## config.mk

```make
export PLATFORM = sky130hd
export DESIGN_NAME = scan_config_register_bank
export DESIGN_NICKNAME = d
export VERILOG_FILES = /design/src/design/scan_config_pkg.sv /design/src/design/scan_config_register_bank.sv /design/src/design/aux_settle_timer.sv
export VERILOG_INCLUDE_DIRS = /design/src /design/src/design
export SDC_FILE = /design/constraint.sdc
export NUM_CORES = 1
export LEC_CHECK = 0
export ABC_AREA = 1
export BUFFER_PORTS_ARGS = -buffer_cell sky130_fd_sc_hd__buf_2
export CAP_MARGIN = 10
export CORE_MARGIN = 2
export CORE_UTILIZATION = 54
export DETAILED_ROUTE_END_ITERATION = 6
export GPL_ROUTABILITY_DRIVEN = 0
export PLACE_DENSITY = 0.78
export REMOVE_ABC_BUFFERS = 1
export SYNTH_ARGS = -nofsm -noshare
export SYNTH_HDL_FRONTEND = slang
export SYNTH_SLANG_ARGS = --single-unit
```

## constraint.sdc

```tcl
create_clock -name clk -period 4.3 [get_ports clk]
set_clock_uncertainty 0.15 [all_clocks]
set_input_delay 0.86 -clock clk [delete_from_list [all_inputs] [get_ports clk]]
set_output_delay 0.86 -clock clk [all_outputs]
set_load 0.03 [all_outputs]
```

## src/design/scan_config_defines.svh

```systemverilog
// offsets, field positions, reset values and timing counts of the scan configuration bank
// ============================================================================
// Summary of operation
// - writing one to scan control bit 0 starts one scan of enabled cells
// - a start request while a scan runs is dropped, never queued
// - every scan trigger bit is a strobe and always reads back zero
// - converter config bit 15 is a second trigger behaving exactly like the first
// - config bits 14,13,12 gate mismatch, overvoltage, undervoltage alerts onto the alarm
// - config bits 11 and 10 gate cold and hot alerts onto the alarm
// - config bits 9 and 8 gate packet check and nack alerts onto the alarm
// - unused config bits 7,6,5,3,2 are plain read/write storage
// - config bit 4 adds a reference self-test conversion to each scan
// - config bits 1 and 0 enable conversion of auxiliary inputs two and one
// - cell enable bits 11..0 include cells twelve..one in the scan
// - a scan leaves results of disabled cells untouched
// - reserved bits and non-trigger scan control bits ignore writes, read zero
// - pin direction bits 14,13 enable pin drivers when one; reset to zero
// - balancing bit N closes the discharge switch across cell N
// - die overtemperature or balancing watchdog forces every switch open
// - six-bit settle field sets auxiliary settling in 5.3 us steps up to 339.2 us
// - settle field resets to zero, the 5.3 us minimum
// - the full settle interval precedes every enabled auxiliary conversion
// - overvoltage flag is set while any enabled cell exceeds its limit
`ifndef SCAN_CONFIG_DEFINES_SVH
`define SCAN_CONFIG_DEFINES_SVH

// ============================================================================
// register offsets
`define REG_CONVERTER_ALARM_CONFIG 8'h08
`define REG_CELL_SCAN_ENABLE       8'h09
`define REG_GENERAL_PIN_CONTROL    8'h0a
`define REG_BALANCING_SWITCH       8'h0b
`define REG_ACQUISITION_TIMING     8'h0c
`define REG_SCAN_TRIGGER_CONTROL   8'h0d

// ============================================================================
// field positions
`define SCAN_TRIGGER_BIT   0
`define ALT_TRIGGER_BIT    15
`define MISMATCH_MASK_BIT  14
`define OVER_V_MASK_BIT    13
`define UNDER_V_MASK_BIT   12
`define COLD_MASK_BIT      11
`define HOT_MASK_BIT       10
`define PACKET_MASK_BIT    9
`define NACK_MASK_BIT      8
`define SELF_TEST_BIT      4
`define AUX_TWO_BIT        1
`define AUX_ONE_BIT        0
`define PIN_TWO_DIR_BIT    14
`define PIN_ONE_DIR_BIT    13
`define CELL_COUNT         12
`define SETTLE_WIDTH       6

// ============================================================================
// reset values
`define ALARM_CONFIG_RESET 15'h0000
`define CELL_ENABLE_RESET  12'h000
`define PIN_CONTROL_RESET  16'h0000
`define BALANCE_RESET      12'h000
`define SETTLE_RESET       6'h00

// ============================================================================
// converter channel codes
`define CH_SELF_TEST 4'hc
`define CH_AUX_ONE   4'hd
`define CH_AUX_TWO   4'he

// ============================================================================
// timing
`define CLK_PERIOD_PS       25000
`define AUX_SETTLE_STEP_PS  5300000
`define AUX_SETTLE_MAX_PS   339200000
`define AUX_SETTLE_STEP_CYC ((`AUX_SETTLE_STEP_PS + `CLK_PERIOD_PS - 1) / `CLK_PERIOD_PS)

`endif

```

## src/design/scan_config_pkg.sv

```systemverilog
// types shared by the scan configuration bank
package scan_config_pkg;

    typedef enum logic [2:0]
    {
        SEQ_IDLE,
        SEQ_CELL_PICK,
        SEQ_CONV_WAIT,
        SEQ_SELF_TEST,
        SEQ_AUX_PICK,
        SEQ_AUX_SETTLE
    } seq_state_t;

endpackage

```

## src/design/scan_config_register_bank.sv

```systemverilog
// scan configuration register bank with measurement sequencer and alarm gating
`timescale 1ns/1ps
`default_nettype none
`include "scan_config_defines.svh"

module scan_config_register_bank
    import scan_config_pkg::*;
(
    // clock and reset
    input  wire logic                   clk,
    input  wire logic                   resetn,
    // register port
    input  wire logic [7:0]             regAddr,
    input  wire logic                   regWrite,
    input  wire logic                   regRead,
    input  wire logic [15:0]            regWdata,
    output logic [15:0]                 regRdata,
    // converter
    output logic                        adcStart,
    output logic [3:0]                  adcChannel,
    input  wire logic                   adcDone,
    input  wire logic [11:0]            adcData,
    output logic                        thermistorBiasPin,
    output logic                        scanBusy,
    // results
    output logic                        resultWrite,
    output logic [3:0]                  resultChannel,
    output logic [11:0]                 resultData,
    input  wire logic [3:0]             cellReadIndex,
    output logic [11:0]                 cellReadData,
    // alerts and alarm
    input  wire logic [`CELL_COUNT-1:0] cellOverLimit,
    input  wire logic                   mismatchAlertFlag,
    input  wire logic                   undervoltageAlertFlag,
    input  wire logic                   coldAlertFlag,
    input  wire logic                   hotAlertFlag,
    input  wire logic                   packetCheckAlertFlag,
    input  wire logic                   nackAlertFlag,
    output logic                        overvoltageAlertFlag,
    output logic                        alarmOut,
    // pins and balancing
    output logic [1:0]                  pinOutputEnable,
    input  wire logic                   dieOverTemp,
    input  wire logic                   balanceWatchdog,
    output logic [`CELL_COUNT-1:0]      dischargeSwitch
);

    // ========================================================================
    // register storage
    logic [14:0]              alarmConfig;
    logic [`CELL_COUNT-1:0]   cellScanEnable;
    logic [15:0]              pinControl;
    logic [`CELL_COUNT-1:0]   balanceBits;
    logic [`SETTLE_WIDTH-1:0] auxSettleCount;
    logic                     scanRequest;
    logic [15:0]              next_regRdata;

    assign scanRequest = regWrite &&
        ((regAddr == `REG_SCAN_TRIGGER_CONTROL && regWdata[`SCAN_TRIGGER_BIT]) ||
         (regAddr == `REG_CONVERTER_ALARM_CONFIG && regWdata[`ALT_TRIGGER_BIT]));

    always_ff @(posedge clk or negedge resetn)
    begin
        if (!resetn)
        begin
            alarmConfig    <= `ALARM_CONFIG_RESET;
            cellScanEnable <= `CELL_ENABLE_RESET;
            pinControl     <= `PIN_CONTROL_RESET;
            balanceBits    <= `BALANCE_RESET;
            auxSettleCount <= `SETTLE_RESET;
        end
        else if (regWrite)
        begin
            case (regAddr)
                `REG_CONVERTER_ALARM_CONFIG: alarmConfig <= regWdata[14:0];
                `REG_CELL_SCAN_ENABLE:       cellScanEnable <= regWdata[11:0];
                `REG_GENERAL_PIN_CONTROL:    pinControl <= regWdata;
                `REG_BALANCING_SWITCH:       balanceBits <= regWdata[11:0];
                `REG_ACQUISITION_TIMING:     auxSettleCount <= regWdata[5:0];
                default:                     ;
            endcase
        end
    end

    // trigger bits and reserved bits always read as zero
    always_comb
    begin
        next_regRdata = 16'h0000;
        case (regAddr)
            `REG_CONVERTER_ALARM_CONFIG: next_regRdata = {1'b0, alarmConfig};
            `REG_CELL_SCAN_ENABLE:       next_regRdata = {4'h0, cellScanEnable};
            `REG_GENERAL_PIN_CONTROL:    next_regRdata = pinControl;
            `REG_BALANCING_SWITCH:       next_regRdata = {4'h0, balanceBits};
            `REG_ACQUISITION_TIMING:     next_regRdata = {10'h000, auxSettleCount};
            default:                     next_regRdata = 16'h0000;
        endcase
    end

    always_ff @(posedge clk or negedge resetn)
    begin
        if (!resetn)
            regRdata <= 16'h0000;
        else if (regRead)
            regRdata <= next_regRdata;
    end

    // ========================================================================
    // measurement sequencer
    seq_state_t             seqState;
    logic [3:0]             cellIndex;
    logic [`CELL_COUNT-1:0] scanCells;
    logic                   scanSelfTest;
    logic [1:0]             scanAux;
    logic                   auxIndex;
    logic                   settleStart;
    logic                   settleDone;
    logic [11:0]            cellResult [`CELL_COUNT];

    aux_settle_timer settleTimer
    (
        .clk    (clk),
        .resetn (resetn),
        .start  (settleStart),
        .code   (auxSettleCount),
        .done   (settleDone)
    );

    always_ff @(posedge clk or negedge resetn)
    begin
        if (!resetn)
        begin
            seqState          <= SEQ_IDLE;
            cellIndex         <= 4'h0;
            scanCells         <= 12'h000;
            scanSelfTest      <= 1'b0;
            scanAux           <= 2'b00;
            auxIndex          <= 1'b0;
            settleStart       <= 1'b0;
            adcStart          <= 1'b0;
            adcChannel        <= 4'h0;
            thermistorBiasPin <= 1'b0;
        end
        else
        begin
            adcStart    <= 1'b0;
            settleStart <= 1'b0;
            case (seqState)
                SEQ_IDLE:
                begin
                    // requests arriving in any other state fall through unseen
                    if (scanRequest)
                    begin
                        scanCells    <= cellScanEnable;
                        scanSelfTest <= alarmConfig[`SELF_TEST_BIT];
                        scanAux      <= {alarmConfig[`AUX_TWO_BIT],
                                         alarmConfig[`AUX_ONE_BIT]};
                        cellIndex    <= 4'h0;
                        seqState     <= SEQ_CELL_PICK;
                    end
                end
                SEQ_CELL_PICK:
                begin
                    if (cellIndex == 4'(`CELL_COUNT))
                        seqState <= SEQ_SELF_TEST;
                    else if (scanCells[cellIndex])
                    begin
                        adcStart   <= 1'b1;
                        adcChannel <= cellIndex;
                        seqState   <= SEQ_CONV_WAIT;
                    end
                    else
                        cellIndex <= cellIndex + 4'h1;
                end
                SEQ_CONV_WAIT:
                begin
                    if (adcDone)
                    begin
                        if (adcChannel < 4'(`CELL_COUNT))
                        begin
                            cellIndex <= cellIndex + 4'h1;
                            seqState  <= SEQ_CELL_PICK;
                        end
                        else if (adcChannel == `CH_SELF_TEST)
                        begin
                            auxIndex <= 1'b0;
                            seqState <= SEQ_AUX_PICK;
                        end
                        else if (adcChannel == `CH_AUX_ONE)
                        begin
                            auxIndex <= 1'b1;
                            seqState <= SEQ_AUX_PICK;
                        end
                        else
                        begin
                            thermistorBiasPin <= 1'b0;
                            seqState          <= SEQ_IDLE;
                        end
                    end
                end
                SEQ_SELF_TEST:
                begin
                    if (scanSelfTest)
                    begin
                        adcStart   <= 1'b1;
                        adcChannel <= `CH_SELF_TEST;
                        seqState   <= SEQ_CONV_WAIT;
                    end
                    else
                    begin
                        auxIndex <= 1'b0;
                        seqState <= SEQ_AUX_PICK;
                    end
                end
                SEQ_AUX_PICK:
                begin
                    if (scanAux[auxIndex])
                    begin
                        // thermistor bias runs only while auxiliary inputs are measured
                        thermistorBiasPin <= 1'b1;
                        settleStart       <= 1'b1;
                        seqState          <= SEQ_AUX_SETTLE;
                    end
                    else if (!auxIndex)
                        auxIndex <= 1'b1;
                    else
                    begin
                        thermistorBiasPin <= 1'b0;
                        seqState          <= SEQ_IDLE;
                    end
                end
                SEQ_AUX_SETTLE:
                begin
                    if (settleDone)
                    begin
                        adcStart   <= 1'b1;
                        adcChannel <= auxIndex ? `CH_AUX_TWO : `CH_AUX_ONE;
                        seqState   <= SEQ_CONV_WAIT;
                    end
                end
                default: seqState <= SEQ_IDLE;
            endcase
        end
    end

    always_ff @(posedge clk or negedge resetn)
    begin
        if (!resetn)
            scanBusy <= 1'b0;
        else
            scanBusy <= (seqState == SEQ_IDLE) ? scanRequest : !(seqState == SEQ_CONV_WAIT
                && adcDone && adcChannel == `CH_AUX_TWO) && !(seqState == SEQ_AUX_PICK
                && auxIndex && !scanAux[1]);
    end

    // ========================================================================
    // results: only converted channels are written
    always_ff @(posedge clk or negedge resetn)
    begin
        if (!resetn)
        begin
            resultWrite   <= 1'b0;
            resultChannel <= 4'h0;
            resultData    <= 12'h000;
            cellReadData  <= 12'h000;
        end
        else
        begin
            resultWrite <= seqState == SEQ_CONV_WAIT && adcDone;
            if (seqState == SEQ_CONV_WAIT && adcDone)
            begin
                resultChannel <= adcChannel;
                resultData    <= adcData;
            end
            cellReadData <= (cellReadIndex < 4'(`CELL_COUNT)) ? cellResult[cellReadIndex]
                                                              : 12'h000;
        end
    end

    // result store is plain memory, left without reset to map onto an array
    always_ff @(posedge clk)
    begin
        if (seqState == SEQ_CONV_WAIT && adcDone && adcChannel < 4'(`CELL_COUNT))
            cellResult[adcChannel] <= adcData;
    end

    // ========================================================================
    // alarm gating
    logic [6:0] alertFlags;
    logic       next_overvoltage;

    assign next_overvoltage = |(cellOverLimit & cellScanEnable);
    assign alertFlags = {mismatchAlertFlag, next_overvoltage, undervoltageAlertFlag,
                         coldAlertFlag, hotAlertFlag, packetCheckAlertFlag, nackAlertFlag};

    always_ff @(posedge clk or negedge resetn)
    begin
        if (!resetn)
        begin
            overvoltageAlertFlag <= 1'b0;
            alarmOut             <= 1'b0;
        end
        else
        begin
            overvoltageAlertFlag <= next_overvoltage;
            alarmOut <= |(alertFlags & alarmConfig[14:8]);
        end
    end

    // ========================================================================
    // pin direction and balancing switches
    logic [2:0] hotSync;
    logic [2:0] dogSync;
    logic       balanceOff;

    always_ff @(posedge clk or negedge resetn)
    begin
        if (!resetn)
        begin
            hotSync    <= 3'b000;
            dogSync    <= 3'b000;
            balanceOff <= 1'b0;
        end
        else
        begin
            hotSync <= {hotSync[1:0], dieOverTemp};
            dogSync <= {dogSync[1:0], balanceWatchdog};
            // a change is accepted only once the last two stages agree
            if (hotSync[1] == hotSync[2] && dogSync[1] == dogSync[2])
                balanceOff <= hotSync[2] | dogSync[2];
        end
    end

    always_ff @(posedge clk or negedge resetn)
    begin
        if (!resetn)
        begin
            dischargeSwitch <= 12'h000;
            pinOutputEnable <= 2'b00;
        end
        else
        begin
            dischargeSwitch <= balanceOff ? 12'h000 : balanceBits;
            pinOutputEnable <= {pinControl[`PIN_TWO_DIR_BIT],
                                pinControl[`PIN_ONE_DIR_BIT]};
        end
    end
endmodule
`default_nettype wire

```

## src/design/aux_settle_timer.sv

```systemverilog
// auxiliary input settling timer
`timescale 1ns/1ps
`default_nettype none
`include "scan_config_defines.svh"

module aux_settle_timer
    import scan_config_pkg::*;
(
    // clock and reset
    input  wire logic                     clk,
    input  wire logic                     resetn,
    // control
    input  wire logic                     start,
    input  wire logic [`SETTLE_WIDTH-1:0] code,
    // status
    output logic                          done
);

    localparam int STEP = `AUX_SETTLE_STEP_CYC;

    logic [13:0] remaining;
    logic        running;
    logic [13:0] loadValue;

    // code zero is one step, code 63 is 64 steps
    assign loadValue = 14'((int'(code) + 1) * STEP - 1);

    always_ff @(posedge clk or negedge resetn)
    begin
        if (!resetn)
        begin
            remaining <= 14'h0000;
            running   <= 1'b0;
            done      <= 1'b0;
        end
        else
        begin
            done <= 1'b0;
            if (start)
            begin
                remaining <= loadValue;
                running   <= 1'b1;
            end
            else if (running)
            begin
                if (remaining == 14'h0000)
                begin
                    running <= 1'b0;
                    done    <= 1'b1;
                end
                else
                begin
                    remaining <= remaining - 14'h0001;
                end
            end
        end
    end

endmodule
`default_nettype wire

```

======== Yosys cells after proc, flatten, opt, wreduce, memory -nomap -nowiden ========
Memory sizes are Yosys's and may differ from the RTL's.
Index checks and enable logic that the tools add are counted.
word-level totals
  register bits after elaboration ......... 176
  RAM bits ................................ 144
  output and inout bits ................... 68
  memories ................................ 1
memory list
  memory      words  bits a word  rd ports  clocked after memory_dff  wr ports  RTL line                          source
  cellResult  12     12           1         0                         1         scan_config_register_bank.sv:117  logic [11:0] cellResult [`CELL_COUNT];
cells by class
  $add $sub $neg .......................... 4
  multipliers ............................. 1
  $lt $le $gt $ge ......................... 4
  equal/unequal tests ..................... 34
  muxes and demuxes ....................... 64
  bitwise operators ....................... 3
  reduce and logical (&&, ||, !) cells .... 35
operator list
  operator                                                               number
  16-bit one-hot mux with 5 select lines                                 1
  8-bit by 4-bit equality test with 1-bit output, second input constant  6
  14-bit two-way mux                                                     3
  4-bit two-way mux                                                      9
  3-bit two-way mux                                                      11
  32-bit by 7-bit multiplier with 12-bit output, second input constant   1
  1-bit two-way mux                                                      30
  12-bit two-way mux                                                     2
  2-bit != test, second input constant                                   12
  4-bit one-hot mux with 3 select lines                                  2
  3-bit one-hot mux with 6 select lines                                  1
  6-bit AND reduction                                                    3
  4-bit equality test, second input constant                             4
  14-bit logical NOT                                                     1
  2-bit AND reduction                                                    7
  14-bit by 1-bit subtractor with 14-bit output, second input constant   1
  14-bit by 2-bit subtractor with 14-bit output, second input constant   1
  12-bit bitwise AND                                                     1
  12-bit OR reduction                                                    1
  1-bit logical AND                                                      10
  5-bit AND reduction                                                    2
  3-bit != test, second input constant                                   3
  3-bit nonzero test                                                     3
  4-bit less-than comparator, second input constant                      2
  20 further kinds                                                       28

======== Logic depth before layout (Yosys ltp) ========
  depth after elaboration ................. 6
  depth in mapped cells ................... 24
  mapped depth without buffers ............ 24

======== By module ========
From an unflattened synthesis, not the netlist that was laid out.
unflattened totals
  cell total of the unflattened synthesis .. 1538
  area, all modules ....................... 14607.8 sq um
by module, submodules not included
  module                     instances  cells an instance  area each (sq um)  seq. area each (sq um)
  scan_config_register_bank  1          1201               12401.9            8328.0
  aux_settle_timer           1          337                2205.9             400.4

======== Least setup slack after synthesis ========
Ideal clock, no wire load.
  path kind ............................... register -> register
  from .................................... register auxSettleCount[0]
  to ...................................... register settleTimer.remaining[12]
  library setup time ...................... 0.116 ns
  arrival time ............................ 3.588 ns
  data required time ...................... 4.034 ns
  path slack .............................. 0.446 ns
  stages on the path, launching flop included .. 23
  buffers on the path ..................... 0
  clock period less this slack ............ 3.854 ns
  cells stage by stage .................... dfrtp_1 -> ha_1 -> nand3_1 -> xor2_1 -> ha_1 -> inv_1 -> fa_1 -> inv_1 -> ha_1 -> ha_1 -> ha_1 -> nand2_1 -> inv_1 -> nand2_1 -> nand3_1 -> nand2_1 -> nand2_1 -> nor2_1 -> nand2_1 -> nand3_1 -> nand3_1 -> nand2_1 -> nand2_1
on the way
  longest elaborated chain between the ends .. 4
RTL lines
  what                                           RTL line                         source
  start: declaration                             scan_config_register_bank.sv:54  logic [`SETTLE_WIDTH-1:0] auxSettleCount;
  start signal: assignment                       scan_config_register_bank.sv:70  auxSettleCount <= `SETTLE_RESET;
  start signal: assignment                       scan_config_register_bank.sv:79  `REG_ACQUISITION_TIMING: auxSettleCount <= regWdata[5:0];
  6-bit by 1-bit adder with 7-bit output         aux_settle_timer.sv:26           assign loadValue = 14'((int'(code) + 1) * STEP - 1);
  32-bit by 7-bit multiplier with 12-bit output  aux_settle_timer.sv:26
  14-bit by 2-bit subtractor with 14-bit output  aux_settle_timer.sv:26
  14-bit two-way mux                             aux_settle_timer.sv:39           if (start)
  end signal: assignment                         aux_settle_timer.sv:41           remaining <= loadValue;
  end signal: assignment                         aux_settle_timer.sv:53           remaining <= remaining - 14'h0001;
  end: declaration                               aux_settle_timer.sv:21           logic [13:0] remaining;
No other way between the ends.
A chain may end at the register's enable or synchronous reset.

======== Worst setup path after layout ========
Same ends and word-level chain as after synthesis.

==> results by group <==
Placement
  • DP Wirelength: 22600 um
  • I/O Buffers: 132

Clocking
  • CTS H-tree lvls: 2
  • CTS root buf: clkbuf_16
  • Clk sink count: 320
  • Clk buf depth: 3
  • CTS tree: done
  • Reg clk slew, reported paths: 0.06 ns
  • Worst-skew pair later-pin latency: 0.51 ns
  • Total CTS buffers: 34

Floorplanning
  • Full die area: 28100 um^2
  • Die height: 168 um
  • Initial core utilization: 55.3%
  • Core area: 26100 um^2
  • Io pins: 133
  • Die Wd: 168 um
  • # rows: 59

Critical path
  • Req. time, crit path: 4.54 ns
  • CP delay by family, top: adder cells
  • CP most frequent cell: nand2_1
  • Crit path kind: reg2reg
  • CP peak stage delay: 0.49 ns
  • CP max-delay cell: fa_1
  • Type of origin of the critical path: flop
  • CP max FO: 6
  • Endpoint class of the critical path: flop
  • CP Cell Sequence: buf_4, nand3_1, xor2_1, ha_1, inv_1, fa_1, inv_1, ha_1, ha_1, ha_2, nand2_1, nor2_1, nand2_1, nand4_1, nand2_1, nor2_2, nand2_1, nand3_1, nand3_1, nand2_1, nand2_1
  • Buf/Inv on CP: 3
  • Arrival time at the worst endpoint: 4.30 ns

Synth
  • Compound-Gate Fraction of Synth Area: 11.0%
  • Largest family of logic cells by synthesized area: simple AND/OR/NAND/NOR gates
  • Syn avg cell area: 9.58 um^2
  • Adder-Cell Fraction of Synth Area: 3.59%
  • Mapped Area: 14400 um^2
  • Simple-Gate Fraction of Synth Area: 18.3%
  • Sequential area share after synthesis: 60.4%
  • Multiplexer share of the synthesized area: 0.286%
  • Post-Synthesis Cells: 1507
  • Register bit total from synthesis: 320
  • Largest cells by area after synthesis: dfrtp_1 (30%), edfxtp_1 (30%), nand2_1 (9.2%)
  • Unique masters post-synth: 46
  • Prevailing post-synth register cell: dfrtp_1
  • Post-synth top area cell: dfrtp_1
  • Synth warnings: 0
  • Post-synth EDFFs: 144
  • FFs w/ async S/R, synth: 55.0%
  • Yosys top cell area share: 30.5%
  • Post-Synth XOR/XNOR Area: 0.970%

Detailed routing
  • DR vias: 11.2k
  • Remaining antenna violation count: 0
  • Drt pass-1 iters: 7
  • WL per Instance: 17.1 um
  • Total wire length: 34300 um
  • DRC: 9
  • DR iter-0 viols: 1043
  • Vias per cell: 5.61

Pwr
  • Flop pwr share: 45.4%
  • Int Pwr: 5.66 mW
  • Clock share of power: 35.2%
  • Max IR drop VDD: 0.290 mV
  • Overall Power: 8.15 mW
  • Combinational power share: 19.3%
  • Leak: 7.52 nW
  • Sw Share: 30.5%
  • PD cells: 489 nW/um^2
  • Sw power: 2.49 mW

STA
  • Slew HR: 30.1%
  • Total negative slack: 0 ns
  • WHS: 0.199 ns
  • Max Clock Freq: 246 MHz
  • RSZ-0062 raised after global routing: true
  • Final setup viols: 0
  • Max-slew violations: 0
  • Final hold viol count: 0
  • Worst-Margin Slew: 1.05 ns
  • Crit path time final: 4.06 ns
  • Period utilization: 94.4%

Run
  • MaxCap Viol Count: 0

Run status
  • Failing checks: design-rule violations
  • Outcome: finished, violations left

Global routing
  • All-Layer GR Usage: 24.6%
  • Largest net degree at the start of global routing: 133
  • First-pass GRT wire length: 55100 um
  • Vias in the first global route: 10.8k
  • Remaining Overflow, GRT: 0
  • Initial antenna violation count: 0

Final layout
  • Layout area overhead: 15.4%
  • Final nets: 1750
  • Ant diodes: 0
  • Share of layout cells above drive strength 1: 15.0%

Min path
  • Worst hold path class: reg2reg
## flip-flops by register name, indices dropped and copies added, names as in the netlist, 3 cells and up
register               cells
auxSettleCount             6
cellReadData              12
dogSync                    3
resultData                12
settleTimer.remaining     14
seqState                   3
adcChannel                 4
balanceBits               12
alarmConfig               15
pinControl                16
dischargeSwitch           12
scanCells                 12
hotSync                    3
cellIndex                  4
resultChannel              4
regRdata                  16
cellResult               144
cellScanEnable            12
## metrics by stage
stage          cell area, um^2  utilization, %  setup WS [ns]  cells
2_1_floorplan            14200               -          0.436   1450
3_3_place_gp             15500            59.3          0.205   1943
3_5_place_dp             15500            59.3       -0.00882   1943
4_1_cts                  16600            63.6         0.0498   2004
5_1_grt                  16700            63.8        -0.0384   2006
6_report                 16700            63.8          0.242   2006
## power by group through the flow
stage,registers (mW),clock network (mW),logic (mW)
5_1_grt,3.73,3.02,1.76
6_report,3.70,2.87,1.58
4_1_cts,3.70,2.91,1.57
2_1_floorplan,3.96,0,0.802
3_5_place_dp,3.75,0,1.56
3_3_place_gp,3.74,0,1.52
## final timing paths
check / cells after the start / slack [ns] / end / startpoint
setup / recovery: 21 / 0.24 / settleTimer.remaining[12]$_DFFE_PN0P_ / auxSettleCount[0]$_DFFE_PN0P_
hold / removal: 0 / 0.20 / dogSync[1]$_DFF_PN0_ / dogSync[0]$_DFF_PN0_
setup reg to reg: 21 / 0.24 / settleTimer.remaining[12]$_DFFE_PN0P_ / auxSettleCount[0]$_DFFE_PN0P_
hold reg to reg: 0 / 0.20 / dogSync[1]$_DFF_PN0_ / dogSync[0]$_DFF_PN0_
max in group asynchronous: 2 / 2.61 / scanBusy$_DFF_PN0_ / resetn
min in group asynchronous: 1 / 0.34 / alarmConfig[3]$_DFFE_PN0P_ / resetn
## synth_stat cells (all sizes together) (8+ instances only)
master,instances
clkbuf,44
xor2,10
nand4,11
nor3,13
dfrtp,176
buf,13
a21oi,24
nor2,180
ha,35
inv,141
o21ai,186
o22ai,41
nand3,71
a31oi,8
edfxtp,144
nand2,359
## layer usage
layer / up-vias / track usage (%) / wire (um) / part of all wire, %
met5: - / 0 / 0 / 0
met2: 505 / 42.2 / 16600 / 48
met3: 87 / 4.18 / 2970 / 8.7
met4: 0 / 8.96 / 1090 / 3.2
li1: 5350 / - / - / -
met1: 5307 / 31.8 / 13600 / 40
## layout by cell type (no fill, tap or decap), drive strengths merged
master / synthesis / final
o32ai: 1 / 1
dfrtp: 176 / 176
ha: 35 / 35
nor3: 13 / 13
nor4: 3 / 3
nand3b: 4 / 4
a21oi: 24 / 24
xnor2: 6 / 6
o211ai: 4 / 4
o22ai: 41 / 41
nand2: 359 / 359
o21ai: 186 / 186
nand3: 71 / 71
edfxtp: 144 / 144
a21o: 2 / 2
mux2: 3 / 3
o311ai: 1 / 1
clkinv: 1 / 13
bufinv: 0 / 1
inv: 141 / 142
nand4: 11 / 11
fa: 4 / 4
o2111ai: 4 / 4
o21bai: 1 / 1
xor2: 10 / 10
a31oi: 8 / 8
nor2: 180 / 180
a221oi: 5 / 5
buf: 13 / 159
and3: 1 / 1
clkbuf: 44 / 48
or2: 2 / 2
a32o: 3 / 3
a22o: 6 / 6
## logic make-up after synthesis
group                    Yosys count
AO/OA/AOI/OAI                    286
XOR/XNOR                          16
adder cells (fa/ha/maj)           39
buffers and inverters            199
flip-flops                       320
multiplexers                       3
AND/OR/NAND/NOR                  644
## area by class of cell
class	instances	area (um^2)
Timing Repair Buffer	160	880
Multi-Input combinational cell	988	4990
Clock buffer	47	1010
Tap cell	335	419
Sequential cell	320	8730
Inverter	142	533
Clock inverter	14	104
Fill cell	2072	9460
## timing repair
item	CTS	global route
resized for setup	1	11
cloned	0	0
buffers inserted	0	2
hold buffers	0	0
endpoints found under the setup margin	2	5
## worst register-to-register path: stages (launching register included)
cell	delay [ns]
dfrtp_2	0.44
buf_4	0.14
nand3_1	0.14
xor2_1	0.20
ha_1	0.29
inv_1	0.05
fa_1	0.49
inv_1	0.04
ha_1	0.29
ha_1	0.31
ha_2	0.38
nand2_1	0.11
nor2_1	0.11
nand2_1	0.09
nand4_1	0.08
nand2_1	0.09
nor2_2	0.16
nand2_1	0.07
nand3_1	0.07
nand3_1	0.09
nand2_1	0.11
nand2_1	0.05
Note: power is estimated with default switching activity, not from simulation.
